[src/alpr_pkg.sv]
package alpr_pkg;

  // Register byte addresses
  localparam logic [7:0] ADDR_PARAM = 8'h84;
  localparam logic [7:0] ADDR_RES_HIGH = 8'h85;
  localparam logic [7:0] ADDR_RES_LOW = 8'h86;

  // Parameter register layout, bit 7 down to bit 0
  typedef struct packed {
    logic cont;
    logic [2:0] rate;
    logic aoc;
    logic [2:0] avg;
  } alpr_param_t;

  // Continuous off, 1 sample/s, offset compensation on, 32 conversions
  localparam logic [7:0] PARAM_RST = 8'h0D;
  localparam logic [15:0] RESULT_RST = 16'h0000;

  // Clock rate and the one-second base of the sample period
  localparam int CLK_RATE_HZ = 50_000_000;
  localparam int SAMPLE_BASE_S = 1;

  typedef enum logic [1:0] {
    ST_IDLE = 2'b00,
    ST_OFFS = 2'b01,
    ST_CONV = 2'b10,
    ST_DONE = 2'b11
  } alpr_state_t;

  // Samples per second for each rate code
  function automatic int rate_sps(input logic [2:0] code);
    case (code)
      3'h0: rate_sps = 1;
      3'h1: rate_sps = 2;
      3'h2: rate_sps = 3;
      3'h3: rate_sps = 4;
      3'h4: rate_sps = 5;
      3'h5: rate_sps = 6;
      3'h6: rate_sps = 8;
      default: rate_sps = 10;
    endcase
  endfunction

endpackage

[src/alpr_ambient.sv]
`timescale 1ns/100ps
`default_nettype none

// Functional notes
// - Bit 7 continuous mode, reset zero
// - Bit 3 offset compensation, reset one
// - Offset measured first, then subtracted
// - Average of 2^n conversions per cycle
// - Averaging field resets to 101
// - Written settings wait until self-timed is disabled
// - Result high at 85h, low at 86h
// - On-demand trigger ignored while self-timed enabled
module alpr_ambient #(
  parameter int CLK_HZ = alpr_pkg::CLK_RATE_HZ
) (
  // Clock and reset
  input wire logic clk,
  input wire logic reset,
  // Register port
  input wire logic [7:0] addr,
  input wire logic [7:0] wdata,
  input wire logic wr,
  input wire logic rd,
  output logic [7:0] rdata,
  // Command bits from the command register
  input wire logic selftimed_en,
  input wire logic ambient_on_demand_trigger,
  // Converter
  output logic conv_req,
  output logic conv_offset,
  input wire logic raw_valid,
  input wire logic [15:0] raw_data,
  // Status
  output logic busy,
  output logic result_ready
);

  ////////////////////////////////////////////////////////////////////////////
  function automatic logic hit(input logic [7:0] a, input logic [7:0] off);
    hit = (a == off);
  endfunction

  // Constant divisors only, so no divider is built
  function automatic logic [25:0] period_cycles(input logic [2:0] code);
    case (code)
      3'h0: period_cycles = 26'(CLK_HZ * alpr_pkg::SAMPLE_BASE_S / 1);
      3'h1: period_cycles = 26'(CLK_HZ * alpr_pkg::SAMPLE_BASE_S / 2);
      3'h2: period_cycles = 26'(CLK_HZ * alpr_pkg::SAMPLE_BASE_S / 3);
      3'h3: period_cycles = 26'(CLK_HZ * alpr_pkg::SAMPLE_BASE_S / 4);
      3'h4: period_cycles = 26'(CLK_HZ * alpr_pkg::SAMPLE_BASE_S / 5);
      3'h5: period_cycles = 26'(CLK_HZ * alpr_pkg::SAMPLE_BASE_S / 6);
      3'h6: period_cycles = 26'(CLK_HZ * alpr_pkg::SAMPLE_BASE_S / 8);
      default: period_cycles = 26'(CLK_HZ * alpr_pkg::SAMPLE_BASE_S / 10);
    endcase
  endfunction

  ////////////////////////////////////////////////////////////////////////////
  alpr_pkg::alpr_param_t param_r;
  alpr_pkg::alpr_param_t act_r;
  alpr_pkg::alpr_state_t state_r, state_nxt;
  logic [7:0] rdata_r, rdata_nxt;
  logic [15:0] result_r, result_nxt;
  logic [15:0] offset_r, offset_nxt;
  logic [22:0] acc_r, acc_nxt;
  logic [7:0] cnt_r, cnt_nxt;
  logic [25:0] period_r, period_nxt;
  logic conv_req_r, conv_req_nxt;
  logic conv_offset_r, conv_offset_nxt;
  logic ready_r, loop_r, busy_r, first_r;

  wire logic wr_param = wr & hit(addr, alpr_pkg::ADDR_PARAM);
  wire logic rd_high = rd & hit(addr, alpr_pkg::ADDR_RES_HIGH);
  wire logic rd_low = rd & hit(addr, alpr_pkg::ADDR_RES_LOW);
  wire logic rd_param = rd & hit(addr, alpr_pkg::ADDR_PARAM);

  // Unmapped addresses read zero
  assign rdata_nxt = rd_param ? param_r :
                     rd_high ? result_r[15:8] :
                     rd_low ? result_r[7:0] : 8'h00;

  ////////////////////////////////////////////////////////////////////////////
  // Self-timed sample clock; restarts at zero so enabling fires at once
  wire logic tick = selftimed_en & (period_r == 26'h0);
  assign period_nxt = !selftimed_en ? 26'h0 :
                      tick ? period_cycles(act_r.rate) - 26'h1 :
                      period_r - 26'h1;

  // On-demand and continuous restart are shut out in self-timed mode
  wire logic od_start = !selftimed_en & (ambient_on_demand_trigger |
                                         (act_r.cont & loop_r));
  wire logic start = tick | od_start;

  wire logic [7:0] target = 8'h01 << act_r.avg;
  wire logic [7:0] cnt_inc = cnt_r + 8'h01;
  wire logic [22:0] acc_add = acc_r + {7'h00, raw_data};
  wire logic [15:0] avg_val = 16'(acc_r >> act_r.avg);
  // Clamp at zero rather than wrap when offset exceeds reading
  wire logic use_off = act_r.aoc;
  wire logic [15:0] comp_val = !use_off ? avg_val :
                               (avg_val > offset_r) ? avg_val - offset_r :
                               16'h0000;

  ////////////////////////////////////////////////////////////////////////////
  always_comb begin
    state_nxt = state_r;
    conv_req_nxt = 1'b0;
    conv_offset_nxt = conv_offset_r;
    cnt_nxt = cnt_r;
    acc_nxt = acc_r;
    offset_nxt = offset_r;
    result_nxt = result_r;
    case (state_r)
      alpr_pkg::ST_IDLE: begin
        if (start) begin
          conv_req_nxt = 1'b1;
          cnt_nxt = 8'h00;
          acc_nxt = 23'h0;
          if (act_r.aoc) begin
            state_nxt = alpr_pkg::ST_OFFS;
            conv_offset_nxt = 1'b1;
          end else begin
            state_nxt = alpr_pkg::ST_CONV;
            conv_offset_nxt = 1'b0;
          end
        end
      end
      alpr_pkg::ST_OFFS: begin
        if (raw_valid) begin
          offset_nxt = raw_data;
          state_nxt = alpr_pkg::ST_CONV;
          conv_req_nxt = 1'b1;
          conv_offset_nxt = 1'b0;
        end
      end
      alpr_pkg::ST_CONV: begin
        if (raw_valid) begin
          acc_nxt = acc_add;
          cnt_nxt = cnt_inc;
          if (cnt_inc == target) begin
            state_nxt = alpr_pkg::ST_DONE;
          end else begin
            conv_req_nxt = 1'b1;
          end
        end
      end
      alpr_pkg::ST_DONE: begin
        result_nxt = comp_val;
        state_nxt = alpr_pkg::ST_IDLE;
      end
      default: begin
        state_nxt = alpr_pkg::ST_IDLE;
      end
    endcase
  end

  ////////////////////////////////////////////////////////////////////////////
  always_ff @(posedge clk or posedge reset) begin
    if (reset) begin
      param_r <= alpr_pkg::PARAM_RST;
      act_r <= alpr_pkg::PARAM_RST;
    end else begin
      if (wr_param) begin
        param_r <= wdata;
      end
      // Running settings are frozen while the self-timed engine runs
      if (!selftimed_en) begin
        act_r <= param_r;
      end
    end
  end

  always_ff @(posedge clk or posedge reset) begin
    if (reset) begin
      state_r <= alpr_pkg::ST_IDLE;
      result_r <= alpr_pkg::RESULT_RST;
      offset_r <= 16'h0000;
      acc_r <= 23'h0;
      cnt_r <= 8'h00;
      period_r <= 26'h0;
    end else begin
      state_r <= state_nxt;
      result_r <= result_nxt;
      offset_r <= offset_nxt;
      acc_r <= acc_nxt;
      cnt_r <= cnt_nxt;
      period_r <= period_nxt;
    end
  end

  always_ff @(posedge clk or posedge reset) begin
    if (reset) begin
      rdata_r <= 8'h00;
      conv_req_r <= 1'b0;
      conv_offset_r <= 1'b0;
      ready_r <= 1'b0;
      loop_r <= 1'b0;
      busy_r <= 1'b0;
      first_r <= 1'b1;
    end else begin
      rdata_r <= rdata_nxt;
      conv_req_r <= conv_req_nxt;
      conv_offset_r <= conv_offset_nxt;
      ready_r <= (state_r == alpr_pkg::ST_DONE);
      loop_r <= (state_r == alpr_pkg::ST_DONE);
      busy_r <= (state_nxt != alpr_pkg::ST_IDLE);
      first_r <= 1'b0;
    end
  end

  assign rdata = rdata_r;
  assign conv_req = conv_req_r;
  assign conv_offset = conv_offset_r;
  assign busy = busy_r;
  assign result_ready = ready_r;

  ////////////////////////////////////////////////////////////////////////////
  // Guards on the register port, the run sequencer and the rate timer
  a_cont_bit_rw: assert property (@(posedge clk) disable iff (reset)
    wr_param |=> param_r.cont == $past(wdata[7]))
    else $error("continuous bit not stored");

  a_rate_reload: assert property (@(posedge clk) disable iff (reset)
    tick |=> period_r ==
    26'(CLK_HZ * alpr_pkg::SAMPLE_BASE_S / alpr_pkg::rate_sps($past(act_r.rate)) - 1))
    else $error("sample period reload wrong");

  a_aoc_bit_rw: assert property (@(posedge clk) disable iff (reset)
    wr_param |=> param_r.aoc == $past(wdata[3]))
    else $error("offset enable bit not stored");

  a_offset_first: assert property (@(posedge clk) disable iff (reset)
    (state_r == alpr_pkg::ST_IDLE && start && act_r.aoc)
    |=> conv_req_r && conv_offset_r && state_r == alpr_pkg::ST_OFFS)
    else $error("offset conversion not first");

  a_no_offset: assert property (@(posedge clk) disable iff (reset)
    (state_r == alpr_pkg::ST_IDLE && start && !act_r.aoc)
    |=> conv_req_r && !conv_offset_r && state_r == alpr_pkg::ST_CONV)
    else $error("offset conversion without compensation");

  a_avg_count: assert property (@(posedge clk) disable iff (reset)
    (state_r == alpr_pkg::ST_DONE) |-> cnt_r == (8'h01 << act_r.avg))
    else $error("wrong number of conversions averaged");

  a_avg_value: assert property (@(posedge clk) disable iff (reset)
    (state_r == alpr_pkg::ST_DONE && !act_r.aoc)
    |=> result_r == 16'($past(acc_r) >> $past(act_r.avg)))
    else $error("average value wrong");

  a_param_default: assert property (@(posedge clk) disable iff (reset)
    first_r |-> param_r == 8'h0D && act_r.avg == 3'b101)
    else $error("parameter reset value wrong");

  a_hold_pending: assert property (@(posedge clk) disable iff (reset)
    (selftimed_en && $past(selftimed_en)) |-> $stable(act_r))
    else $error("settings changed while self-timed");

  a_result_read: assert property (@(posedge clk) disable iff (reset)
    rd_high |=> rdata_r == $past(result_r[15:8]))
    else $error("high result byte misread");

  a_rdata_idle: assert property (@(posedge clk) disable iff (reset)
    !rd |=> rdata_r == 8'h00)
    else $error("read data not cleared");

  a_od_blocked: assert property (@(posedge clk) disable iff (reset)
    (state_r == alpr_pkg::ST_IDLE && selftimed_en && !tick)
    |=> state_r == alpr_pkg::ST_IDLE && !conv_req_r)
    else $error("on-demand start while self-timed");

  a_cont_restart: assert property (@(posedge clk) disable iff (reset)
    (result_ready && act_r.cont && !selftimed_en) |=> conv_req_r)
    else $error("continuous run not restarted");

  a_result_atomic: assert property (@(posedge clk) disable iff (reset)
    (result_r != $past(result_r)) |-> $past(state_r == alpr_pkg::ST_DONE)
    ##0 result_ready)
    else $error("result changed outside completion");

  a_ready_pulse: assert property (@(posedge clk) disable iff (reset)
    result_ready |=> !result_ready)
    else $error("result ready longer than one cycle");

  // Covers for the main run shapes
  c_offset_run: cover property (@(posedge clk) disable iff (reset)
    conv_offset_r ##[1:20] result_ready);
  c_cont_loop: cover property (@(posedge clk) disable iff (reset)
    result_ready && act_r.cont ##1 conv_req_r);
  c_self_timed: cover property (@(posedge clk) disable iff (reset)
    tick ##1 conv_req_r);
  c_clamp_zero: cover property (@(posedge clk) disable iff (reset)
    state_r == alpr_pkg::ST_DONE && act_r.aoc && avg_val <= offset_r);
  c_avg_max: cover property (@(posedge clk) disable iff (reset)
    state_r == alpr_pkg::ST_DONE && act_r.avg == 3'h7);

endmodule

`default_nettype wire

[config.mk]
export PLATFORM = sky130hd
export DESIGN_NAME = alpr_ambient
export DESIGN_NICKNAME = d
export VERILOG_FILES = /design/src/alpr_pkg.sv /design/src/alpr_ambient.sv
export SDC_FILE = /design/constraint.sdc
export NUM_CORES = 1
export LEC_CHECK = 0
export ABC_AREA = 1
export BUFFER_PORTS_ARGS = -buffer_cell sky130_fd_sc_hd__buf_4
export CAP_MARGIN = 20
export CORE_UTILIZATION = 55
export CTS_CLUSTER_SIZE = 40
export DETAILED_ROUTE_END_ITERATION = 8
export GPL_ROUTABILITY_DRIVEN = 0
export PLACE_DENSITY = 0.73
export SLEW_MARGIN = 20
export SYNTH_ARGS = -nofsm -noshare
export SYNTH_HDL_FRONTEND = slang
export SYNTH_SLANG_ARGS = --single-unit
[constraint.sdc]
create_clock -name clk -period 4.2 [get_ports clk]
set_input_delay 0.63 -clock clk [delete_from_list [all_inputs] [get_ports clk]]
set_output_delay 0.63 -clock clk [all_outputs]
set_load 0.005 [all_outputs]
==> reports/results.txt <==
The dominant synthesized flop cell is dfrtp_1. The hold violation count in the final report is 0, and the highest attainable clock frequency is 0.260 GHz. The clock latency on the worst-skew pair is 430 ps, and the number of enable-type register cells in the synthesized netlist is 0.

After synthesis, the netlist uses 53 different library cells. Traced cell by cell, the critical path runs through buf_4 -> inv_1 -> o21ai_0 -> inv_1 -> o21ai_0 -> nand2_1 -> o21ai_0 -> ha_1 -> nand2_1 -> nand2_1 -> a31oi_1 -> nor2_1 -> nor2_1 -> nand3_1 -> nand2_1 -> clkinv_1 -> a21oi_1 -> nor2_1. Worst IR drop on VDD: 0.362 mV. The final worst clock skew came out at 8.30 ps. The xor and xnor area share after synthesis works out to 0.0366. Simple-gate share of the synthesized area: 0.313. The shortest period the worst path allows was 3840 ps. After clock tree synthesis, the clock-pin slew on the worst setup and hold paths is 60 ps. Share of flip-flops with an asynchronous set or reset: 1.00. Across the run, the number of max-cap violations was 0.

The root cell of the clock tree was clkbuf_16. Initial cell density of the core: 0.565. The worst setup path is launched from a register. The adder and majority gate portion of the synthesized area was 0.0540. The worst setup path is captured at a register. The area of the die is 16200 sq um. Of all nets on the critical path, the largest fanout is 21. For the pin with the worst max-slew slack, the measured transition is 688 ps. The via count of the first global-routing pass was 7834; the number of I/O pins was 51. The critical path is of the register to register type. The number of max-slew violations in the final report is 0, and the vertical die dimension is 127 microns.

The relative area change from synthesis to final layout works out to 13.6%. Wires add up to 23400 microns. The detailed-router iteration count before antenna repair was 5.

The post-route DRC violation count is 0, and the final global-route overflow total is 0. The largest stage delay on the critical path is 710 ps, and the number of core rows is 45. For this block, the initial DRC count from the detailed router was 674. The startpoint identified for the worst register-to-register timing path is act_r[0]$_DFFE_PP1N_.

The run finished with clean final reports. Synthesis-stage register bit count: 119. The worst register-to-register path has a depth of 18. The post-route total power was 7.44 mW. The yosys synthesis warning count is 0. The area fraction in compound gates after synthesis came out at 0.156. Combinational family with the most area after synthesis: simple AND/OR/NAND/NOR gates. Measured along the x axis, the die boundary spans 127 microns. The tools report the number of cells upsized or downsized after cts as 0.

Across all register-to-register paths, the minimum setup slack is 360 ps. Setup repair after global routing left no endpoint under its margin. After routing the design area is 9790 sq um. The core region is 15300 sq um.

Setup violations remaining at the end of the flow were counted as 0. The logs give 0.347 for the fraction of the yosys area taken by sequential cells and 8620 sq um for the area of the mapped netlist. Among all stages on the critical path, the largest delay is contributed by dfstp_2. Detailed placement finished with a half-perimeter wire length of 17600 microns. The buffer count from post-CTS setup fixing was 0; the net count after synthesis was 1321.

The run gives 4 as the number of H-tree levels. For the count of antenna diodes in the layout, the log shows 0. The setup total negative slack is 0 ps. The longest clock path from root to sink contains 2 buffers. Class of the worst hold path: input port to asynchronous set/reset pin. For this design the ratio of total power to cell area is 760 nW/um^2. The routed layout has 8403 vias. For the total track usage, the log shows 0.304.

The logs give 0.537 for the relative max-transition margin and 38300 microns for the global-route wire length before repair. The mean area per synthesized cell is 6.91 sq um, and the static leakage is 5.14 nW. Once detail routing completed, the nets flagged for antenna violations numbered 0. The worst register-to-register path ends at result_r[14]$_DFFE_PP0P_. Worst path required time: 4510 ps.

TritonCTS built the clock tree. Port buffering added 50 buffers. The arrival time at the worst endpoint was 4160 ps.

The placed instances occupy a cell area of 9160 sq um. Hold repair after CTS inserted 0 buffers. The fraction of final layout cells sized beyond drive strength 1 works out to 0.127. The maximum number of pins on one net before global-route repair is 51.

CTS saw 119 sinks. The number of antenna violations at the first check in global routing was 0; the gate count of the mapped netlist was 1246. The multiplexer share of the synthesized area is 0.00363. The most numerous cell type found on the critical path is nand2_1. Counting the buffers created by CTS gives 17. The number of filler instances in the final layout was 1378.

After detailed routing, the number of vias per cell comes to 5.55. The final cycle utilization of the critical path is 0.915, and the final layout net count is 1365. The wire length per cell after detailed routing is 15.4 microns.
==> synthesized netlist by cell type, types with 6 or more instances <==
| cell | count | area share |
|---|---|---|
| nor3_1 | 15 | 0.0087 |
| nand3_2 | 6 | 0.0070 |
| nor2_4 | 8 | 0.010 |
| nor2_1 | 155 | 0.068 |
| xor2_1 | 24 | 0.024 |
| clkbuf_1 | 20 | 0.0087 |
| nor2_2 | 17 | 0.012 |
| nand4_1 | 12 | 0.0087 |
| a21oi_1 | 100 | 0.058 |
| inv_1 | 155 | 0.068 |
| dfstp_2 | 6 | 0.018 |
| nand2_2 | 16 | 0.012 |
| ha_1 | 34 | 0.049 |
| nand2_1 | 301 | 0.13 |
| nand3_1 | 60 | 0.035 |
| o21bai_1 | 7 | 0.0061 |
| o21ai_0 | 91 | 0.053 |
| xnor2_1 | 12 | 0.012 |
| a31oi_1 | 7 | 0.0051 |
| buf_2 | 8 | 0.0046 |
| o22ai_1 | 11 | 0.0080 |
| dfrtp_1 | 113 | 0.33 |
| o221ai_1 | 6 | 0.0061 |
==> worst max-delay path: cells and delay by family (launching register included) <==
| family | cells | cell delay [ps] |
|---|---|---|
| compound gates | 5 | 1080 |
| fa+ha+maj | 1 | 390 |
| buf+inv | 4 | 720 |
| flops | 1 | 710 |
| simple gates | 8 | 810 |
==> layout make-up <==
cell class / instances / area [sq um] / share of cell area
clock inverter: 14 / 186 / 0.0190
multi-input combinational: 929 / 4860 / 0.496
clock buffer: 18 / 439 / 0.0449
tap: 211 / 264 / 0.0270
inverter: 165 / 622 / 0.0635
sequential: 119 / 2990 / 0.305
timing repair buffer: 58 / 435 / 0.0445
==> power by group <==
part | total (mW) | internal (mW) | switching, mW
Clock | 1.55 | 0.964 | 0.588
Sequential | 1.82 | 1.53 | 0.288
Combinational | 4.07 | 1.41 | 2.67
Total | 7.44 | 3.90 | 3.54
==> logic make-up (layout without fill, tap and decap cells) <==
| group | after synthesis | count (layout) |
|---|---|---|
| adder cells (fa/ha/maj) | 36 | 36 |
| XOR/XNOR | 36 | 36 |
| AND/OR/NAND/NOR | 610 | 610 |
| AO/OA/AOI/OAI | 244 | 244 |
| buffers and inverters | 198 | 255 |
| multiplexers | 3 | 3 |
| flip-flops | 119 | 119 |
==> placed cells by master, fill, tap and decap left out, types with 11 or more instances in the layout <==
master       n
nand2_1    300
nor2_1     155
inv_1      154
dfrtp_1    113
a21oi_1    100
o21ai_0     91
nand3_1     60
buf_4       58
ha_1        34
xor2_1      24
nor2_2      17
nand2_2     17
clkbuf_16   17
nor3_1      15
nand4_1     12
xnor2_1     12
o22ai_1     11
==> worst max-delay path by stage <==
| stage | start | end | slack, ps | cells past startpoint |
|---|---|---|---|---|
| floorplan | reset | acc_r[0]$_DFFE_PP0P_ | 420 | 1 |
| global placement | act_r[0]$_DFFE_PP1N_ | result_r[14]$_DFFE_PP0P_ | 690 | 17 |
| detailed placement | act_r[0]$_DFFE_PP1N_ | result_r[14]$_DFFE_PP0P_ | 590 | 17 |
| CTS | act_r[0]$_DFFE_PP1N_ | result_r[14]$_DFFE_PP0P_ | 470 | 18 |
| global route | act_r[0]$_DFFE_PP1N_ | result_r[14]$_DFFE_PP0P_ | 60 | 18 |
| finish | act_r[0]$_DFFE_PP1N_ | result_r[14]$_DFFE_PP0P_ | 360 | 18 |
==> layer usage <==
| metal | vias up | wire length, microns | track usage |
|---|---|---|---|
| li1 | 4128 | - | - |
| met1 | 3925 | 10400 | 0.396 |
| met2 | 296 | 11100 | 0.508 |
| met3 | 54 | 1220 | 0.0456 |
| met4 | 0 | 695 | 0.126 |
| met5 | - | 0 | 0 |
==> metrics by stage <==
stage	utilization	cells	hold WS [ps]	worst slack, ps
2_1_floorplan	-	1246	449	422
3_3_place_gp	0.600	1482	479	689
3_5_place_dp	0.600	1482	487	586
4_1_cts	0.641	1514	310	473
5_1_grt	0.642	1514	339	61.7
6_report	0.642	1514	281	358
==> state kept, by name, indices dropped and copies added (netlist names) <==
name and cells:
rdata 8, use_off 1, offset_r 16, conv_offset 1
state_r 2, conv_req 1, acc_r 23, act_r 7
result_r 16, param_r 8, loop_r 1, busy 1
period_r 26, cnt_r 8
(Power assumes the default switching activity.)
